### config.mk
export PLATFORM = sky130hd
export DESIGN_NAME = frws_top
export DESIGN_NICKNAME = d
export VERILOG_FILES = /design/src/core/frws_pkg.sv /design/src/core/frws_top.sv
export SDC_FILE = /design/constraint.sdc
export NUM_CORES = 1
export LEC_CHECK = 0
export BUFFER_PORTS_ARGS = -buffer_cell sky130_fd_sc_hd__buf_2
export CAP_MARGIN = 25
export CORE_MARGIN = 8
export CORE_UTILIZATION = 36
export DETAILED_ROUTE_END_ITERATION = 7
export GPL_ROUTABILITY_DRIVEN = 0
export MAX_ROUTING_LAYER = met4
export PLACE_DENSITY = 0.64
export SYNTH_ARGS = -nofsm -noshare
export SYNTH_HDL_FRONTEND = slang
export SYNTH_SLANG_ARGS = --single-unit
### constraint.sdc
create_clock -name clk -period 3.9 [get_ports clk]
set_input_delay 0.78 -clock clk [delete_from_list [all_inputs] [get_ports clk]]
set_output_delay 0.78 -clock clk [all_outputs]
set_load 0.03 [all_outputs]
### src/core/frws_pkg.sv
// Shared constants of the flash row write sequencer
package frws_pkg;

    // ==========================================================
    // Register byte offsets on the APB slave
    localparam logic [7:0] OFS_ADDR_LOW  = 8'h00;
    localparam logic [7:0] OFS_ADDR_HIGH = 8'h04;
    localparam logic [7:0] OFS_DATA_LOW  = 8'h08;
    localparam logic [7:0] OFS_DATA_HIGH = 8'h0C;
    localparam logic [7:0] OFS_CONTROL   = 8'h10;
    localparam logic [7:0] OFS_UNLOCK    = 8'h14;

    // ==========================================================
    // Control and address high register field positions
    localparam int BIT_GO       = 1;
    localparam int BIT_PROG_EN  = 2;
    localparam int BIT_ERR      = 3;
    localparam int BIT_LATCH_LO = 5;
    localparam int BIT_CFG_SEL  = 6;
    localparam int BIT_CTRL_ONE = 7;
    localparam int BIT_ADRH_ONE = 7;

    // ==========================================================
    // Address field positions
    localparam int ADDR_ROW_LO_POS = 5;
    localparam int ADDR_HIGH_W     = 7;

    // ==========================================================
    // Unlock keys and values after reset
    localparam logic [7:0]  KEY_FIRST   = 8'h55;
    localparam logic [7:0]  KEY_SECOND  = 8'hAA;
    localparam logic [13:0] BLANK_WORD  = 14'h3FFF;
    localparam logic [7:0]  RST_BYTE    = 8'h00;

    // ==========================================================
    // Timing
    localparam int CLK_MHZ       = 100;
    localparam int PROG_TIME_US  = 2000;
    localparam int PROG_CYCLES   = PROG_TIME_US * CLK_MHZ;
    localparam int NOP_CYCLES    = 2;

    // ==========================================================
    // State encodings
    typedef enum logic [1:0] {UNL_IDLE, UNL_KEY1, UNL_KEY2} frws_unlock_t;
    typedef enum logic [1:0] {SEQ_IDLE, SEQ_NOP, SEQ_PROG} frws_seq_t;

endpackage

### src/core/frws_top.sv
// Flash row write sequencer: APB registers, unlock check, write latches, row programming
//
// Local design decisions: the APB slave port and the address map.
`timescale 1ns/1ps
// ==========================================================
// How it works
// - Row from upper ten address bits, latch from lower five
// - Programming touches only the captured row
// - Latches return blank after each row write
// - Latches return blank after each erase
// - No automatic erase before programming
// - One to thirty-two words per program
// - Latch-only go loads one latch, no write
// - Otherwise load latch then program whole row
// - No load or program without unlock first
// - Interrupted unlock starts nothing
// - Two forced no-ops, then stall for row program
// - Go is set-only, hardware clears it
// - Program enable clear inhibits all programming
module frws_top #(
    parameter int NUM_LATCHES = 32,
    parameter int WORD_W      = 14,
    parameter int PROG_CYCLES = frws_pkg::PROG_CYCLES
) (
    // Clock and reset
    input  wire logic                          clk,
    input  wire logic                          rst_n,
    // APB slave
    input  wire logic                          psel,
    input  wire logic                          penable,
    input  wire logic                          pwrite,
    input  wire logic [7:0]                    paddr,
    input  wire logic [31:0]                   pwdata,
    output logic      [31:0]                   prdata,
    output logic                               pready,
    output logic                               pslverr,
    // Neighbouring erase logic
    input  wire logic                          erase_done,
    // Processor core
    output logic                               cpu_nop_force,
    output logic                               cpu_stall,
    // Flash array
    output logic                               flash_prog,
    output logic      [9:0]                    flash_row_q,
    output logic      [NUM_LATCHES*WORD_W-1:0] flash_latch_data
);

    localparam int IDX_W = $clog2(NUM_LATCHES);
    localparam int CNT_W = $clog2(PROG_CYCLES + 1);

    // ==========================================================
    // Elaboration checks
    // Row and latch fields are fixed at ten and five bits, so other sizes cannot be served
    if (NUM_LATCHES != 32 || WORD_W != 14 || PROG_CYCLES < 1)
    begin : g_bad_params
        $error("frws_top: latch count, word width or program time unsupported");
    end

    // ==========================================================
    // APB decode
    logic         xfer;
    logic         wr;
    logic         hit;
    logic [7:0]   wbyte;

    assign xfer    = psel & penable;
    assign wr      = xfer & pwrite;
    assign pready  = 1'b1;
    assign wbyte   = pwdata[7:0];
    assign hit     = (paddr == frws_pkg::OFS_ADDR_LOW)  || (paddr == frws_pkg::OFS_ADDR_HIGH) ||
                     (paddr == frws_pkg::OFS_DATA_LOW)  || (paddr == frws_pkg::OFS_DATA_HIGH) ||
                     (paddr == frws_pkg::OFS_CONTROL)   || (paddr == frws_pkg::OFS_UNLOCK);
    assign pslverr = xfer & ~hit;

    // ==========================================================
    // Address and data pairs
    localparam int ADDR_HIGH_W = frws_pkg::ADDR_HIGH_W;
    logic [7:0]              flash_addr_low_q;
    logic [ADDR_HIGH_W-1:0]  flash_addr_high_q;
    logic [7:0]              flash_data_low_q;
    logic [WORD_W-9:0]       flash_data_high_q;

    always_ff @(posedge clk)
    begin
        if (!rst_n)
        begin
            flash_addr_low_q  <= frws_pkg::RST_BYTE;
            flash_addr_high_q <= frws_pkg::RST_BYTE[ADDR_HIGH_W-1:0];
            flash_data_low_q  <= frws_pkg::RST_BYTE;
            flash_data_high_q <= frws_pkg::RST_BYTE[WORD_W-9:0];
        end
        else if (wr)
        begin
            if (paddr == frws_pkg::OFS_ADDR_LOW)
                flash_addr_low_q <= wbyte;
            if (paddr == frws_pkg::OFS_ADDR_HIGH)
                flash_addr_high_q <= wbyte[ADDR_HIGH_W-1:0];
            if (paddr == frws_pkg::OFS_DATA_LOW)
                flash_data_low_q <= wbyte;
            if (paddr == frws_pkg::OFS_DATA_HIGH)
                flash_data_high_q <= wbyte[WORD_W-9:0];
        end
    end

    // ==========================================================
    // Control bits
    logic program_enable_q;
    logic config_space_select_q;
    logic latch_only_load_q;
    logic err_q;
    logic go_q;
    logic go_wr;
    logic accept;
    logic seq_done;
    frws_pkg::frws_unlock_t unl_q;
    frws_pkg::frws_seq_t    seq_q;

    assign go_wr  = wr && (paddr == frws_pkg::OFS_CONTROL) && wbyte[frws_pkg::BIT_GO];
    // Config space writes belong to neighbouring logic, so they never start a row write
    assign accept = go_wr && !go_q && (unl_q == frws_pkg::UNL_KEY2)
                    && program_enable_q && !config_space_select_q;

    always_ff @(posedge clk)
    begin
        if (!rst_n)
        begin
            program_enable_q      <= 1'b0;
            config_space_select_q <= 1'b0;
            latch_only_load_q     <= 1'b0;
        end
        else if (wr && (paddr == frws_pkg::OFS_CONTROL))
        begin
            program_enable_q      <= wbyte[frws_pkg::BIT_PROG_EN];
            config_space_select_q <= wbyte[frws_pkg::BIT_CFG_SEL];
            latch_only_load_q     <= wbyte[frws_pkg::BIT_LATCH_LO];
        end
    end

    // Go is set only through an accepted unlock and cleared only by the sequencer
    always_ff @(posedge clk)
    begin
        if (!rst_n)
            go_q <= 1'b0;
        else if (accept)
            go_q <= 1'b1;
        else if (seq_done)
            go_q <= 1'b0;
    end

    // Error flag: a rejected go attempt sets it, software writes zero to clear; set wins
    always_ff @(posedge clk)
    begin
        if (!rst_n)
            err_q <= 1'b0;
        else if (go_wr && !go_q && !accept)
            err_q <= 1'b1;
        else if (wr && (paddr == frws_pkg::OFS_CONTROL) && !wbyte[frws_pkg::BIT_ERR])
            err_q <= 1'b0;
    end

    // ==========================================================
    // Unlock tracker: any transfer other than the expected next step starts over
    always_ff @(posedge clk)
    begin
        if (!rst_n)
            unl_q <= frws_pkg::UNL_IDLE;
        else if (xfer)
        begin
            if (wr && (paddr == frws_pkg::OFS_UNLOCK) && wbyte == frws_pkg::KEY_FIRST)
                unl_q <= frws_pkg::UNL_KEY1;
            else if (wr && (paddr == frws_pkg::OFS_UNLOCK) && wbyte == frws_pkg::KEY_SECOND
                     && unl_q == frws_pkg::UNL_KEY1)
                unl_q <= frws_pkg::UNL_KEY2;
            else
                unl_q <= frws_pkg::UNL_IDLE;
        end
    end

    // ==========================================================
    // Sequencer
    logic [CNT_W-1:0] cnt_q;
    logic             row_mode_q;
    logic [IDX_W-1:0] latch_idx;
    logic [9:0]       row_sel;

    // Upper ten bits pick the row, lower five the latch
    assign latch_idx = flash_addr_low_q[IDX_W-1:0];
    assign row_sel   = {flash_addr_high_q, flash_addr_low_q[7:frws_pkg::ADDR_ROW_LO_POS]};
    assign seq_done  = ((seq_q == frws_pkg::SEQ_NOP) && (cnt_q == CNT_W'(1)) && !row_mode_q) ||
                       ((seq_q == frws_pkg::SEQ_PROG) && (cnt_q == CNT_W'(1)));

    always_ff @(posedge clk)
    begin
        if (!rst_n)
        begin
            seq_q      <= frws_pkg::SEQ_IDLE;
            cnt_q      <= '0;
            row_mode_q <= 1'b0;
        end
        else
        begin
            case (seq_q)
                frws_pkg::SEQ_IDLE:
                begin
                    if (accept)
                    begin
                        seq_q      <= frws_pkg::SEQ_NOP;
                        cnt_q      <= CNT_W'(frws_pkg::NOP_CYCLES);
                        row_mode_q <= !latch_only_load_q;
                    end
                end
                frws_pkg::SEQ_NOP:
                begin
                    if (cnt_q == CNT_W'(1))
                    begin
                        // Row program writes latches over existing cells, no erase step
                        seq_q <= row_mode_q ? frws_pkg::SEQ_PROG : frws_pkg::SEQ_IDLE;
                        cnt_q <= CNT_W'(PROG_CYCLES);
                    end
                    else
                        cnt_q <= cnt_q - CNT_W'(1);
                end
                frws_pkg::SEQ_PROG:
                begin
                    if (cnt_q == CNT_W'(1))
                        seq_q <= frws_pkg::SEQ_IDLE;
                    else
                        cnt_q <= cnt_q - CNT_W'(1);
                end
                default:
                    seq_q <= frws_pkg::SEQ_IDLE;
            endcase
        end
    end

    assign cpu_nop_force = (seq_q == frws_pkg::SEQ_NOP);
    assign cpu_stall     = (seq_q == frws_pkg::SEQ_PROG);
    assign flash_prog    = (seq_q == frws_pkg::SEQ_PROG);

    // Row is captured at go so later address writes cannot move a running program
    always_ff @(posedge clk)
    begin
        if (!rst_n)
            flash_row_q <= '0;
        else if (accept)
            flash_row_q <= row_sel;
    end

    // ==========================================================
    // Write latches
    logic [WORD_W-1:0] latch_q [NUM_LATCHES];
    logic              row_end;

    assign row_end = (seq_q == frws_pkg::SEQ_PROG) && (cnt_q == CNT_W'(1));

    genvar gi;
    generate
        for (gi = 0; gi < NUM_LATCHES; gi++)
        begin : g_latch
            always_ff @(posedge clk)
            begin
                if (!rst_n || row_end || erase_done)
                    latch_q[gi] <= frws_pkg::BLANK_WORD;
                else if (accept && (latch_idx == IDX_W'(gi)))
                    latch_q[gi] <= {flash_data_high_q, flash_data_low_q};
            end
            assign flash_latch_data[gi*WORD_W +: WORD_W] = latch_q[gi];
        end
    endgenerate

    // ==========================================================
    // Read data
    always_comb
    begin
        prdata = '0;
        case (paddr)
            frws_pkg::OFS_ADDR_LOW:  prdata[7:0] = flash_addr_low_q;
            frws_pkg::OFS_ADDR_HIGH: prdata[7:0] = {1'b1, flash_addr_high_q};
            frws_pkg::OFS_DATA_LOW:  prdata[7:0] = flash_data_low_q;
            frws_pkg::OFS_DATA_HIGH: prdata[7:0] = {2'b00, flash_data_high_q};
            frws_pkg::OFS_CONTROL:
            begin
                prdata[frws_pkg::BIT_CTRL_ONE] = 1'b1;
                prdata[frws_pkg::BIT_CFG_SEL]  = config_space_select_q;
                prdata[frws_pkg::BIT_LATCH_LO] = latch_only_load_q;
                prdata[frws_pkg::BIT_ERR]      = err_q;
                prdata[frws_pkg::BIT_PROG_EN]  = program_enable_q;
                prdata[frws_pkg::BIT_GO]       = go_q;
            end
            default: prdata = '0;
        endcase
    end

    // ==========================================================
    // Assertions
    logic all_blank;
    always_comb
    begin
        all_blank = 1'b1;
        for (int i = 0; i < NUM_LATCHES; i++)
            if (latch_q[i] != frws_pkg::BLANK_WORD)
                all_blank = 1'b0;
    end

    chk_row_select: assert property (@(posedge clk) disable iff (!rst_n)
        accept |=> flash_row_q == $past(row_sel))
        else $error("row not taken from upper address bits");
    chk_row_hold: assert property (@(posedge clk) disable iff (!rst_n)
        flash_prog && $past(flash_prog) |-> $stable(flash_row_q))
        else $error("row moved during programming");
    chk_blank_write: assert property (@(posedge clk) disable iff (!rst_n)
        row_end |=> all_blank && seq_q == frws_pkg::SEQ_IDLE)
        else $error("latches not blank after row write");
    chk_blank_erase: assert property (@(posedge clk) disable iff (!rst_n)
        erase_done |=> all_blank)
        else $error("latches not blank after erase");
    chk_latch_only: assert property (@(posedge clk) disable iff (!rst_n)
        accept && latch_only_load_q |=> !flash_prog [*3] ##1 !go_q)
        else $error("latch-only load started a row write");
    chk_row_start: assert property (@(posedge clk) disable iff (!rst_n)
        accept && !latch_only_load_q |-> ##3 flash_prog && go_q)
        else $error("row write not started after forced no-ops");
    chk_no_unlock: assert property (@(posedge clk) disable iff (!rst_n)
        go_wr && unl_q != frws_pkg::UNL_KEY2 |=> seq_q == frws_pkg::SEQ_IDLE && !go_q)
        else $error("operation started without unlock");
    chk_key_order: assert property (@(posedge clk) disable iff (!rst_n)
        xfer && unl_q == frws_pkg::UNL_KEY2 |=> unl_q != frws_pkg::UNL_KEY2)
        else $error("unlock survived an extra transfer");
    chk_nop_two: assert property (@(posedge clk) disable iff (!rst_n)
        accept |=> cpu_nop_force [*2] ##1 !cpu_nop_force)
        else $error("forced no-op window not two cycles");
    chk_enable_gate: assert property (@(posedge clk) disable iff (!rst_n)
        go_wr && !program_enable_q |=> !go_q && !cpu_nop_force)
        else $error("operation started with program enable clear");
    chk_go_clear: assert property (@(posedge clk) disable iff (!rst_n)
        $fell(go_q) |-> $past(seq_done))
        else $error("go cleared before operation end");

    cov_latch_load: cover property (@(posedge clk) disable iff (!rst_n)
        accept && latch_only_load_q);
    cov_row_prog: cover property (@(posedge clk) disable iff (!rst_n) row_end);
    cov_broken_unlock: cover property (@(posedge clk) disable iff (!rst_n)
        go_wr && unl_q == frws_pkg::UNL_KEY1);

endmodule

==> run summary <==
Distinct cells, synth: 62
Port Buf Inserts: 491
CTS tree: built
Placeable Area: 57480 µm²
initial antenna violation count: 4
r2r setup slk: 0.95 ns
CTS sink cnt: 515
Synth top area share: 64.65%
routing usage on met3: 4.420%
path depth of the worst reg2reg path: 7
Vias/cell: 4.950
final hold violation count: 0
Post-CTS Setup Inserts: 0
Least-Margin Pin Slew: 0.8492 ns
Iter 0 DRT Violations: 1208
PD cells: 431.8 nW/µm²
Layout area overhead: 25.08%
Rows: 88
peak supply drop: 295.5 µV
cts hold-fix bufs: 0
critical path arrival: 2.81 ns
#FFs+latches synth: 515
CTS Buf Count: 53
Main synth FF type: edfxtp_1
RSZ-0062 raised after global routing: false
GRT Overall Usage: 19.71%
synth cell count leaders: edfxtp_1, or2_2, clkbuf_1, nand2b_1, nand2_1
share of cells above drive strength 1: 48.44%
Synth area leader: edfxtp_1
H-tree depth: 2
vias in the first global route: 14020
Clock Pin Slew Worst Setup and Hold Paths: 0.06 ns
first-pass GRT wire length: 95.01 mm
critical path class: in -> out
M2 GR Usage: 33.35%
via count: 14150
YS warnings: 0
relative slew slack: 43.39%
Root Buffer: clkbuf_16
critical path peak fanout: 9
Startpoint Class: input port
DP Cell Count: 2755
max-cap viol count: 0
largest net degree at the start of global routing: 53
Avg Inst Size Synth: 13.57 µm²
fin crit share: 91.96%
WL/cell: 23.09 µm
cells after synthesis: 1534
Post-Layout Cell Count: 2858
Leak Pwr: 7.824 nW
hpwl dp: 44.78 mm
Final Critical Period: 3.586 ns
Remaining Overflow, GRT: 0
Most Crowded Layer GR: met2
CTS Buffer Depth: 3
register area share after synthesis: 71.09%
Data required, critical path: 3.12 ns
Final Skew: 0.02541 ns
GR Util met1: 23.92%
cell area after synthesis: 20810 µm²
Async SR Flop Fraction: 0%
die area: 65750 µm²
die height: 256.4 µm
Layout fillers: 5208
post-cts resize count: 0
hold endpoint: flash_row_q[6]$_SDFFE_PN0N_
post-route ant nets: 0
DRT Pass-1 Iters: 5
max-slew violations: 0
number of synthesized flops with an enable pin: 448
IO Pins: 541
DRC viols: 0
setup TNS: 0 ns
Tightest Hold Check Type: reg -> reg
Worst-Skew Late Latency: 0.59 ns
Die X: 256.4 µm
Total Routed Length: 65.98 mm
Critical R2R Capture: cnt_q[17]$_SDFFE_PN0P_
Hold Path Depth: 2
most common cell in the synthesized netlist: edfxtp_1
Starting Density: 36.21%
R2R Path Start: cnt_q[1]$_SDFFE_PN0P_
Max Fclk: 0.2788 GHz
run status: complete, no violations
hold wc startpoint: flash_row_q[6]$_SDFFE_PN0N_
CP endpoint kind: primary output
# setup viols final: 0
Layout Nets: 2097
top cells by area, synth: edfxtp_1, or2_2, dfxtp_1
[final cells by class]
type | count | area, µm² | share of cell area [%]
clock buffers | 74 | 1446 | 5.557
well taps | 765 | 957.2 | 3.677
clock inverters | 25 | 260.3 | 0.9999
flip-flops and latches | 515 | 14810 | 56.91
inverters | 9 | 33.78 | 0.1298
multi-input cells | 894 | 5444 | 20.92
diodes | 4 | 10.01 | 0.03846
repair buffers | 572 | 3065 | 11.78
[sequential cells by signal, indices dropped and copies added, names as in the netlist]
| signal | cells |
|---|---|
| row_mode_q | 1 |
| flash_data_high_q | 6 |
| latch_q | 448 |
| go_q | 1 |
| flash_row_q | 10 |
| latch_only_load_q | 1 |
| flash_addr_low_q | 8 |
| config_space_select_q | 1 |
| program_enable_q | 1 |
| cnt_q | 18 |
| flash_addr_high_q | 7 |
| seq_q | 2 |
| err_q | 1 |
| unl_q | 2 |
| flash_data_low_q | 8 |
[per-stage QoR]
step / cell area [µm²] / hold slack, ns / power (mW) / worst slack (ns) / utilization, %
3_3_place_gp: 24310 / 0.4466 / 6.369 / 0.4000 / 42.30
4_1_cts: 26020 / 0.4544 / 11.33 / 0.3593 / 45.27
3_5_place_dp: 24310 / 0.4469 / 6.374 / 0.3631 / 42.30
5_1_grt: 26020 / 0.4796 / 11.53 / 0.2885 / 45.27
6_report: 26030 / 0.4548 / 11.24 / 0.3137 / 45.29
2_1_floorplan: 20900 / 0.4430 / 6.276 / 0.2596 / -
[critical path, cell delays in order]
cell      delay, ns
buf_2          0.12
or4_1          0.77
nor2_1         0.53
a222oi_1       0.21
nand2_1        0.17
buf_2          0.21
[per-layer routing]
metal	routed length [µm]	share of wire (%)
met1	26600	40
met2	33210	50
met3	4991	7.6
met4	1174	1.8
met5	0	0
[worst max path at each step]
stage	startpoint	to	slack, ns
finish	paddr[1]	prdata[3]	0.31
global route	paddr[1]	prdata[3]	0.29
CTS	paddr[1]	prdata[3]	0.36
detailed placement	paddr[1]	prdata[3]	0.36
global placement	paddr[1]	prdata[3]	0.40
floorplan	paddr[1]	latch_q[0][100]$_SDFFCE_PN1P_	0.26
[power by group]
part	leakage, nW	switching [mW]	internal, mW
registers	3.88	0.00382	5.97
clock network	0.829	2.11	2.87
logic	3.11	0.224	0.0536
[cells in the final DEF, fill, tap and decap left out, types with 7 or more instances in the layout]
cell type | Yosys | final
buf_2 | 14 | 491
nand2b_1 | 88 | 88
conb_1 | 2 | 25
clkbuf_16 | 0 | 54
dfxtp_1 | 67 | 53
edfxtp_1 | 448 | 448
a21oi_1 | 34 | 34
nand2_1 | 79 | 79
a222oi_1 | 7 | 7
nand3_1 | 47 | 47
clkbuf_1 | 93 | 18
a211oi_1 | 13 | 13
or2_2 | 322 | 322
nor2_1 | 50 | 50
o21ai_0 | 43 | 11
buf_4 | 27 | 81
mux2i_1 | 21 | 21
nor3_1 | 18 | 18
dfxtp_2 | 0 | 14
inv_1 | 9 | 9
clkinv_2 | 0 | 8
o21ai_1 | 0 | 26
or2_1 | 46 | 46
[cells by family after synthesis]
logic type               after synthesis  share of synthesized area [%]
AND/OR/NAND/NOR                      710                          20.03
flip-flops                           515                          71.09
buffers and inverters                148                          3.385
AO/OA/AOI/OAI                        132                          4.083
multiplexers                          21                          1.010
adder cells (fa/ha/maj)                6                         0.3607
other                                  2                        0.03609
Power figures use the tool's default switching activity.
